### src/fault_alert_pkg.sv
// package for the second fault-alert register bank
// assumes a single 25 MHz clock domain and a plain strobe register port
package fault_alert_pkg;
   // ****************************************
   // register map
   // ****************************************
   localparam logic [3:0] fault_alerts_two_off = 4'h6;
   localparam logic [3:0] irq_status_off = 4'h9;
   localparam logic [3:0] irq_mask_off = 4'hA;
   localparam logic [3:0] monitor_ctrl_off = 4'hB;
   localparam logic [15:0] fault_alerts_two_rst = 16'h0000;
   localparam logic [15:0] mask_rst = 16'h0000;
   localparam logic [15:0] ctrl_rst = 16'h0000;
   // ****************************************
   // field positions
   // ****************************************
   localparam int user_test_pos = 15;
   localparam int supply_mux_pos = 14;
   localparam int aux_sum_pos = 13;
   localparam int overtemp_pos = 12;
   localparam int scan_to_pos = 11;
   localparam int zero_scale_pos = 3;
   localparam int full_scale_pos = 2;
   localparam int comp_high_pos = 1;
   localparam int comp_low_pos = 0;
   localparam logic [15:0] defined_mask = 16'hF80F;
   localparam logic [15:0] w0c_mask = 16'h500F;
   // monitor_ctrl fields
   localparam int flex_pack_pos = 0;
   localparam int selftest_en_pos = 1;
   localparam int comp_acc_en_pos = 2;
   localparam int scan_to_dis_pos = 3;
   localparam int scan_cfg_lsb = 4;
   localparam logic [2:0] scan_cfg_a = 3'h1;
   localparam logic [2:0] scan_cfg_b = 3'h2;
   localparam logic [1:0] balance_thermal_code = 2'h3;
   localparam logic [1:0] balance_idle_code = 2'h0;

   typedef struct packed {
      logic supply_mux;
      logic overtemp;
      logic zero_scale;
      logic full_scale;
      logic comp_high;
      logic comp_low;
   } fault_events_s;

   typedef struct packed {
      logic [3:0] addr;
      logic [15:0] wdata;
      logic wr;
      logic rd;
   } reg_req_s;
endpackage

### src/fault_alert_register_two.sv
// second fault-alert register with interrupt status and mask
// assumes fault sources and strobes are synchronous to clk
//
// Our own choice: the address-and-strobe port.
`timescale 1ns/100ps
module fault_alert_register_two (
   input wire logic clk,
   input wire logic sys_rst,
   input wire fault_alert_pkg::reg_req_s req,
   output logic [15:0] rdata,
   input wire fault_alert_pkg::fault_events_s events,
   input wire logic supply_mux_fault_now,
   input wire logic reset_alert,
   input wire logic [5:0] aux_protect_flags,
   input wire logic [5:0] aux_analog_input,
   input wire logic scan_timeout_flag,
   input wire logic balance_active,
   output logic [15:0] fault_alerts_two,
   output logic user_test_alert,
   output logic balance_stop,
   output logic balance_thermal_stop,
   output logic [1:0] balance_activity_state,
   output logic irq
);
   import fault_alert_pkg::*;

   logic [15:0] fa_reg;
   logic [15:0] fa_next;
   logic [15:0] irq_status_reg;
   logic [15:0] irq_mask_reg;
   logic [15:0] ctrl_reg;
   logic [15:0] set_vec;
   logic [15:0] prev_reg;
   logic [2:0] scan_cfg;
   logic mux_detect;
   logic comp_ok;
   logic wr_fa;

   // ****************************************
   // qualification of fault sources
   // ****************************************
   assign scan_cfg = ctrl_reg[scan_cfg_lsb +: 3];
   assign mux_detect = ctrl_reg[flex_pack_pos] && !reset_alert;
   assign comp_ok = ctrl_reg[comp_acc_en_pos] &&
      (scan_cfg == scan_cfg_a || scan_cfg == scan_cfg_b);
   assign wr_fa = req.wr && (req.addr == fault_alerts_two_off);

   always_comb begin
      set_vec = 16'h0000;
      set_vec[supply_mux_pos] = mux_detect && events.supply_mux;
      set_vec[overtemp_pos] = events.overtemp;
      set_vec[zero_scale_pos] = ctrl_reg[selftest_en_pos] && events.zero_scale;
      set_vec[full_scale_pos] = ctrl_reg[selftest_en_pos] && events.full_scale;
      set_vec[comp_high_pos] = comp_ok && events.comp_high;
      set_vec[comp_low_pos] = comp_ok && events.comp_low;
   end

   // ****************************************
   // fault register next state
   // ****************************************
   always_comb begin
      fa_next = fa_reg;
      if (wr_fa) begin
         fa_next[user_test_pos] = req.wdata[user_test_pos];
         // write 0 clears, write 1 keeps; supply mux needs the fault gone
         fa_next = fa_next & ~(w0c_mask & ~req.wdata);
         if (!req.wdata[supply_mux_pos] && mux_detect && supply_mux_fault_now) begin
            fa_next[supply_mux_pos] = fa_reg[supply_mux_pos];
         end
      end
      fa_next = fa_next | set_vec;
      fa_next[aux_sum_pos] = |(aux_protect_flags & aux_analog_input);
      fa_next[scan_to_pos] = scan_timeout_flag && !ctrl_reg[scan_to_dis_pos];
      fa_next = fa_next & defined_mask;
   end

   always_ff @(posedge clk) begin
      if (sys_rst) begin
         fa_reg <= fault_alerts_two_rst;
      end else begin
         fa_reg <= fa_next;
      end
   end

   // ****************************************
   // control, mask and read port
   // ****************************************
   always_ff @(posedge clk) begin
      if (sys_rst) begin
         ctrl_reg <= ctrl_rst;
         irq_mask_reg <= mask_rst;
      end else if (req.wr) begin
         if (req.addr == monitor_ctrl_off) begin
            ctrl_reg <= {9'h000, req.wdata[6:0]};
         end
         if (req.addr == irq_mask_off) begin
            irq_mask_reg <= req.wdata & defined_mask;
         end
      end
   end

   always_ff @(posedge clk) begin
      if (sys_rst) begin
         rdata <= 16'h0000;
      end else if (req.rd) begin
         unique case (req.addr)
            fault_alerts_two_off: rdata <= fa_reg;
            irq_status_off: rdata <= irq_status_reg;
            irq_mask_off: rdata <= irq_mask_reg;
            monitor_ctrl_off: rdata <= ctrl_reg;
            default: rdata <= 16'h0000;
         endcase
      end else begin
         rdata <= 16'h0000;
      end
   end

   // ****************************************
   // interrupt status: rising bits are sticky
   // ****************************************
   always_ff @(posedge clk) begin
      if (sys_rst) begin
         prev_reg <= 16'h0000;
         irq_status_reg <= 16'h0000;
         irq <= 1'b0;
      end else begin
         prev_reg <= fa_reg;
         // a new rise beats the clear-on-read in the same cycle
         if (req.rd && req.addr == irq_status_off) begin
            irq_status_reg <= fa_reg & ~prev_reg;
         end else begin
            irq_status_reg <= irq_status_reg | (fa_reg & ~prev_reg);
         end
         irq <= |(irq_status_reg & irq_mask_reg);
      end
   end

   // ****************************************
   // outputs and balancing stop
   // ****************************************
   always_ff @(posedge clk) begin
      if (sys_rst) begin
         fault_alerts_two <= 16'h0000;
         user_test_alert <= 1'b0;
      end else begin
         fault_alerts_two <= fa_next;
         user_test_alert <= fa_next[user_test_pos];
      end
   end

   // thermal stop stays until the overtemp bit is cleared
   always_ff @(posedge clk) begin
      if (sys_rst) begin
         balance_stop <= 1'b0;
         balance_thermal_stop <= 1'b0;
         balance_activity_state <= balance_idle_code;
      end else if (events.overtemp && balance_active) begin
         balance_stop <= 1'b1;
         balance_thermal_stop <= 1'b1;
         balance_activity_state <= balance_thermal_code;
      end else begin
         balance_stop <= 1'b0;
         if (!fa_reg[overtemp_pos]) begin
            balance_thermal_stop <= 1'b0;
            balance_activity_state <= balance_idle_code;
         end
      end
   end

   // ****************************************
   // checks
   // ****************************************
   chk_user_bit_write: assert property (@(posedge clk) disable iff (sys_rst)
      wr_fa |=> fa_reg[user_test_pos] == $past(req.wdata[user_test_pos]))
      else $error("user test bit not written");
   chk_mux_gate: assert property (@(posedge clk) disable iff (sys_rst)
      (!fa_reg[supply_mux_pos] && !mux_detect) |=> !fa_reg[supply_mux_pos])
      else $error("supply mux set while gated");
   chk_mux_hold: assert property (@(posedge clk) disable iff (sys_rst)
      (fa_reg[supply_mux_pos] && mux_detect && supply_mux_fault_now) |=>
      fa_reg[supply_mux_pos])
      else $error("supply mux cleared while fault present");
   chk_aux_summary: assert property (@(posedge clk) disable iff (sys_rst)
      ##1 fa_reg[aux_sum_pos] == |($past(aux_protect_flags & aux_analog_input)))
      else $error("aux summary wrong");
   chk_scan_mirror: assert property (@(posedge clk) disable iff (sys_rst)
      ##1 fa_reg[scan_to_pos] == ($past(scan_timeout_flag) &&
      !$past(ctrl_reg[scan_to_dis_pos])))
      else $error("scan timeout mirror wrong");
   chk_overtemp_set: assert property (@(posedge clk) disable iff (sys_rst)
      events.overtemp |=> fa_reg[overtemp_pos])
      else $error("overtemp not latched");
   chk_w1_keeps: assert property (@(posedge clk) disable iff (sys_rst)
      (wr_fa && req.wdata[zero_scale_pos] && fa_reg[zero_scale_pos]) |=>
      fa_reg[zero_scale_pos])
      else $error("write 1 cleared bit");
   chk_event_wins: assert property (@(posedge clk) disable iff (sys_rst)
      (wr_fa && !req.wdata[comp_low_pos] && comp_ok && events.comp_low) |=>
      fa_reg[comp_low_pos])
      else $error("clear beat event");
   chk_thermal_stop: assert property (@(posedge clk) disable iff (sys_rst)
      (events.overtemp && balance_active) |=> balance_stop &&
      balance_activity_state == balance_thermal_code && balance_thermal_stop)
      else $error("balance not stopped");
   chk_unused_zero: assert property (@(posedge clk) disable iff (sys_rst)
      (fa_reg & ~defined_mask) == 16'h0000)
      else $error("unused bits set");
   chk_selftest_gate: assert property (@(posedge clk) disable iff (sys_rst)
      (!ctrl_reg[selftest_en_pos] && !fa_reg[full_scale_pos]) |=>
      !fa_reg[full_scale_pos])
      else $error("full scale set while disabled");

   // ****************************************
   // output, per-bit hold, set and clear checks, then balance stop, interrupt, read and mask checks
   // ****************************************
   chk_user_out: assert property (@(posedge clk) disable iff (sys_rst)
      1'b1 |->
      user_test_alert == fa_reg[user_test_pos])
      else $error("user test output differs");

   chk_user_hold: assert property (@(posedge clk) disable iff (sys_rst)
      !wr_fa |=>
      fa_reg[user_test_pos] == $past(fa_reg[user_test_pos]))
      else $error("user test bit moved without write");

   chk_out_copy: assert property (@(posedge clk) disable iff (sys_rst)
      1'b1 |->
      fault_alerts_two == fa_reg)
      else $error("register copy differs");

   chk_mux_set: assert property (@(posedge clk) disable iff (sys_rst)
      (mux_detect && events.supply_mux) |=>
      fa_reg[supply_mux_pos])
      else $error("supply mux not latched");

   chk_mux_rst_gate: assert property (@(posedge clk) disable iff (sys_rst)
      (reset_alert && !fa_reg[supply_mux_pos]) |=>
      !fa_reg[supply_mux_pos])
      else $error("supply mux set before reset alert cleared");

   chk_mux_w1_keeps: assert property (@(posedge clk) disable iff (sys_rst)
      (wr_fa && req.wdata[supply_mux_pos] && fa_reg[supply_mux_pos]) |=>
      fa_reg[supply_mux_pos])
      else $error("write 1 cleared supply mux");

   chk_mux_clear: assert property (@(posedge clk) disable iff (sys_rst)
      (wr_fa && !req.wdata[supply_mux_pos] && !supply_mux_fault_now &&
      !(mux_detect && events.supply_mux)) |=> !fa_reg[supply_mux_pos])
      else $error("supply mux not cleared");

   chk_mux_keep: assert property (@(posedge clk) disable iff (sys_rst)
      (!wr_fa && fa_reg[supply_mux_pos]) |=>
      fa_reg[supply_mux_pos])
      else $error("supply mux lost");

   chk_aux_no_write: assert property (@(posedge clk) disable iff (sys_rst)
      (wr_fa && (aux_protect_flags & aux_analog_input) != 6'h00) |=>
      fa_reg[aux_sum_pos])
      else $error("aux summary cleared by write");

   chk_aux_clear: assert property (@(posedge clk) disable iff (sys_rst)
      ((aux_protect_flags & aux_analog_input) == 6'h00) |=>
      !fa_reg[aux_sum_pos])
      else $error("aux summary stuck");

   chk_overtemp_keep: assert property (@(posedge clk) disable iff (sys_rst)
      (!wr_fa && fa_reg[overtemp_pos]) |=>
      fa_reg[overtemp_pos])
      else $error("overtemp lost");

   chk_overtemp_w1: assert property (@(posedge clk) disable iff (sys_rst)
      (wr_fa && req.wdata[overtemp_pos] && fa_reg[overtemp_pos]) |=>
      fa_reg[overtemp_pos])
      else $error("write 1 cleared overtemp");

   chk_overtemp_clear: assert property (@(posedge clk) disable iff (sys_rst)
      (wr_fa && !req.wdata[overtemp_pos] && !events.overtemp) |=>
      !fa_reg[overtemp_pos])
      else $error("overtemp not cleared");

   chk_scan_disabled: assert property (@(posedge clk) disable iff (sys_rst)
      ctrl_reg[scan_to_dis_pos] |=>
      !fa_reg[scan_to_pos])
      else $error("scan timeout shown while disabled");

   chk_zero_set: assert property (@(posedge clk) disable iff (sys_rst)
      (ctrl_reg[selftest_en_pos] && events.zero_scale) |=>
      fa_reg[zero_scale_pos])
      else $error("zero scale not latched");

   chk_zero_gate: assert property (@(posedge clk) disable iff (sys_rst)
      (!ctrl_reg[selftest_en_pos] && !fa_reg[zero_scale_pos]) |=>
      !fa_reg[zero_scale_pos])
      else $error("zero scale set while disabled");

   chk_full_set: assert property (@(posedge clk) disable iff (sys_rst)
      (ctrl_reg[selftest_en_pos] && events.full_scale) |=>
      fa_reg[full_scale_pos])
      else $error("full scale not latched");

   chk_high_set: assert property (@(posedge clk) disable iff (sys_rst)
      (comp_ok && events.comp_high) |=>
      fa_reg[comp_high_pos])
      else $error("comparator high not latched");

   chk_high_gate: assert property (@(posedge clk) disable iff (sys_rst)
      (!comp_ok && !fa_reg[comp_high_pos]) |=>
      !fa_reg[comp_high_pos])
      else $error("comparator high set while disabled");

   chk_low_set: assert property (@(posedge clk) disable iff (sys_rst)
      (comp_ok && events.comp_low) |=>
      fa_reg[comp_low_pos])
      else $error("comparator low not latched");

   chk_low_gate: assert property (@(posedge clk) disable iff (sys_rst)
      (!comp_ok && !fa_reg[comp_low_pos]) |=>
      !fa_reg[comp_low_pos])
      else $error("comparator low set while disabled");

   chk_high_clear: assert property (@(posedge clk) disable iff (sys_rst)
      (wr_fa && !req.wdata[comp_high_pos] && !(comp_ok && events.comp_high)) |=>
      !fa_reg[comp_high_pos])
      else $error("comparator high not cleared");

   chk_zero_keep: assert property (@(posedge clk) disable iff (sys_rst)
      (!wr_fa && fa_reg[zero_scale_pos]) |=>
      fa_reg[zero_scale_pos])
      else $error("zero scale lost");

   chk_overtemp_wins: assert property (@(posedge clk) disable iff (sys_rst)
      (wr_fa && events.overtemp) |=>
      fa_reg[overtemp_pos])
      else $error("clear beat overtemp event");

   chk_stop_pulse: assert property (@(posedge clk) disable iff (sys_rst)
      !(events.overtemp && balance_active) |=>
      !balance_stop)
      else $error("balance stop without event");

   chk_stop_state: assert property (@(posedge clk) disable iff (sys_rst)
      balance_thermal_stop |->
      balance_activity_state == balance_thermal_code)
      else $error("thermal stop state code wrong");

   chk_idle_state: assert property (@(posedge clk) disable iff (sys_rst)
      !balance_thermal_stop |->
      balance_activity_state == balance_idle_code)
      else $error("idle state code wrong");

   chk_irq_level: assert property (@(posedge clk) disable iff (sys_rst)
      1'b1 |=>
      irq == |($past(irq_status_reg & irq_mask_reg)))
      else $error("interrupt level wrong");

   chk_irq_sticky: assert property (@(posedge clk) disable iff (sys_rst)
      (irq_status_reg[overtemp_pos] && !(req.rd && req.addr == irq_status_off)) |=>
      irq_status_reg[overtemp_pos])
      else $error("status bit lost without read");

   chk_rdata_idle: assert property (@(posedge clk) disable iff (sys_rst)
      !req.rd |=>
      rdata == 16'h0000)
      else $error("read data without strobe");

   chk_read_value: assert property (@(posedge clk) disable iff (sys_rst)
      (req.rd && req.addr == fault_alerts_two_off) |=>
      rdata == $past(fa_reg))
      else $error("read data wrong");

   chk_mask_unused: assert property (@(posedge clk) disable iff (sys_rst)
      1'b1 |->
      (irq_mask_reg & ~defined_mask) == 16'h0000)
      else $error("unused mask bits set");
endmodule

### config.mk
export PLATFORM = sky130hd
export DESIGN_NAME = fault_alert_register_two
export DESIGN_NICKNAME = d
export VERILOG_FILES = /design/src/fault_alert_pkg.sv /design/src/fault_alert_register_two.sv
export SDC_FILE = /design/constraint.sdc
export NUM_CORES = 1
export LEC_CHECK = 0
export ABC_AREA = 1
export BUFFER_PORTS_ARGS = -buffer_cell sky130_fd_sc_hd__buf_2
export CORE_UTILIZATION = 54
export DETAILED_ROUTE_END_ITERATION = 12
export HOLD_SLACK_MARGIN = 0.12
export MAX_ROUTING_LAYER = met4
export PLACE_DENSITY = 0.88
export SYNTH_ARGS = -nofsm -noshare
export SYNTH_HDL_FRONTEND = slang
export SYNTH_SLANG_ARGS = --single-unit
### constraint.sdc
create_clock -name clk -period 1.7 [get_ports clk]
set_input_delay 0.085 -clock clk [delete_from_list [all_inputs] [get_ports clk]]
set_output_delay 0.085 -clock clk [all_outputs]
set_load 0.01 [all_outputs]
==> impl_results.md <==
- Status: complete, no violations
- Hold crit path type: input port to register
- Total grt overflow: 0
- Count of hold-fix buffers inserted at cts: 36
- Initial core utilization: 57.1%
- Layout Cells excl Fill: 493
- Nets: 482
- Total track usage: 31.8%
- Critical path capture point type: register
- Tmin final: 1.44 ns
- Die Width: 70.3 µm
- Max transition margin: 65.1%
- CTS Buf Count: 9
- Max reg flops: 13
- DR WL/cell: 14.8 µm
- Clock Sinks: 59
- Post-synth cell types: 24
- Clk_skew: 0.00584 ns
- Ys Warns: 0
- Delay-heaviest family, CP: buffers and inverters
- Clock Pin Slew Worst Setup and Hold Paths: 0.07 ns
- Vias: 2718
- Largest net degree at the start of global routing: 28
- Synth Cell Area: 2520 µm²
- Most frequent cells in the layout: nand2_1, buf_2, dfxtp_1, nand3_1, dlygate4sd3_1
- Post-synthesis sequential area ratio: 46.9%
- Final setup fails: 0
- DIE HEIGHT: 70.3 µm
- First-pass GRT wire length: 11800 µm
- Crit path cell chain: dlygate4sd3_1 > buf_2 > o21ai_0 > nand2_1 > dlygate4sd3_1
- Clk Tree Root Cell: clkbuf_8
- Top Ports: 84
- Most common cell after layout, fill and taps aside: nand2_1
- Most common cell on crit path: dlygate4sd3_1
- DPL Wire Length: 4020 µm
- Flops & latches, synth: 59
- Slew Limit Fails: 0
- Antenna viol nets, final: 0
- RSZ-0062 raised after global routing: no
- Top cell type by total area after synthesis: dfxtp_1
- Core area: 4410 µm²
- Data required, critical path: 1.92 ns
- Fin Setup TNS: 0 ns
- Die area: 4940 µm²
- Arr. time, crit path: 1.66 ns
- Crit share post-route: 84.6%
- Crit-path max FO: 3
- Total Wirelength: 7280 µm
- Largest reg by FF count: rdata
- WS Path Type: input port to register
- Gpl congestion: 0.876
- Maximum clock frequency: 0.695 GHz
- CP Depth: 5
- CTS tree: done
- Fin. Hold Viols: 0
- Leak pwr: 1.63 nW
- Mapped Cells: 331
- Clock buffer depth: 2
- Leading post-synthesis cells by cell area: dfxtp_1, nand2_1, nand3_1, buf_4, a21oi_1
- Post-cts resize count: 0
- Slowest cell on the critical path: dlygate4sd3_1
- Worst hold path depth: 4
- Vias in the first global route: 2479
- PwrDens: 838 nW/µm²
- Startpoint types: input port
- Max_cap viols: 0
- Clock latency at the later pin of the worst-skew pair: 0.34 ns
- Vias per std cell: 5.51
- Drt first-iter violations: 336
- H-Tree Depth: 3
- CP bufs+invs: 3
- Initial antenna violation count: 0
- Drt first pass iters: 5
- Layout cell share with drive strength beyond 1: 24.0%
- Diodes inserted: 0
- PortBufs: 72
- Area grow syn2layout: 33.3%
- Placed insts: 441
- Post-CTS setup buffer count: 0
- Synthesized area per cell: 7.61 µm²
- Area share of the largest cell type after synthesis: 46.9%
- Row cnt: 24
- Maximum VDD drop: 661 µV
- Worst-Margin Slew: 0.523 ns
- Reg2reg path depth: 7
- Hold_ws: 0.143 ns
- DRC Markers: 0
- Max stage delay on crit path: 0.55 ns
==> routing by layer <==
layer / part of all wire [%] / GRT usage [%]
met2: 48 / 49.1
met5: 0 / -
met4: 4.5 / 17.3
met1: 39 / 37.6
met3: 9.3 / 8.37
==> cell usage after synthesis, drive strengths merged <==
library cell	instances
a21oi	20
a31oi	1
buf	25
clkbuf	2
conb	1
dfxtp	59
inv	28
nand2	91
nand3	50
nand3b	1
nand4	10
nor2	27
o21ai	7
o22ai	9
==> cell families after synthesis <==
group | Yosys count | synth area share (%)
buf+inv | 55 | 11.3
simple gates | 179 | 33.4
other cells | 1 | 0.149
flops | 59 | 46.9
compound gates | 37 | 8.29
==> layout make-up <==
class,instances,area (µm²)
fill,303,1060
clock inverter,5,30.0
clock buffer,11,131
sequential,59,1180
tap,52,65.1
timing repair buffer,114,766
inverter,28,105
multi-input combinational,224,1080
==> worst paths after layout <==
path | start | to | slack [ns]
max | req[4] | fault_alerts_two[2] | 0.26
min | req[20] | irq_mask_reg[1] | 0.14
max reg2reg | ctrl_reg[5] | fault_alerts_two[0] | 0.27
min reg2reg | prev_reg[11] | irq_status_reg[11] | 0.43
==> through the flow <==
step / util, % / area [µm²] / total power, mW / setup WS, ns
after CTS: 76.1 / 3360 / 2.79 / 0.298
after global routing: 76.1 / 3360 / 2.91 / 0.181
after detailed placement: 64.3 / 2840 / 1.69 / 0.454
after floorplan: - / 2550 / 1.62 / 0.881
final: 76.1 / 3360 / 2.82 / 0.262
after global placement: 64.3 / 2840 / 1.69 / 0.504
==> power breakdown <==
group	switching (mW)	total, mW	internal (mW)
Combinational	0.172	0.307	0.135
Sequential	0.0215	1.43	1.41
Clock	0.556	1.08	0.521
==> worst register-to-register path, delay by kind of cell (launching register included) <==
family / cells / cell delay [ns]
buffers and inverters: 2 / 0.60
and+or+nand+nor: 5 / 0.42
DFF: 1 / 0.37
(Power assumes the default switching activity.)
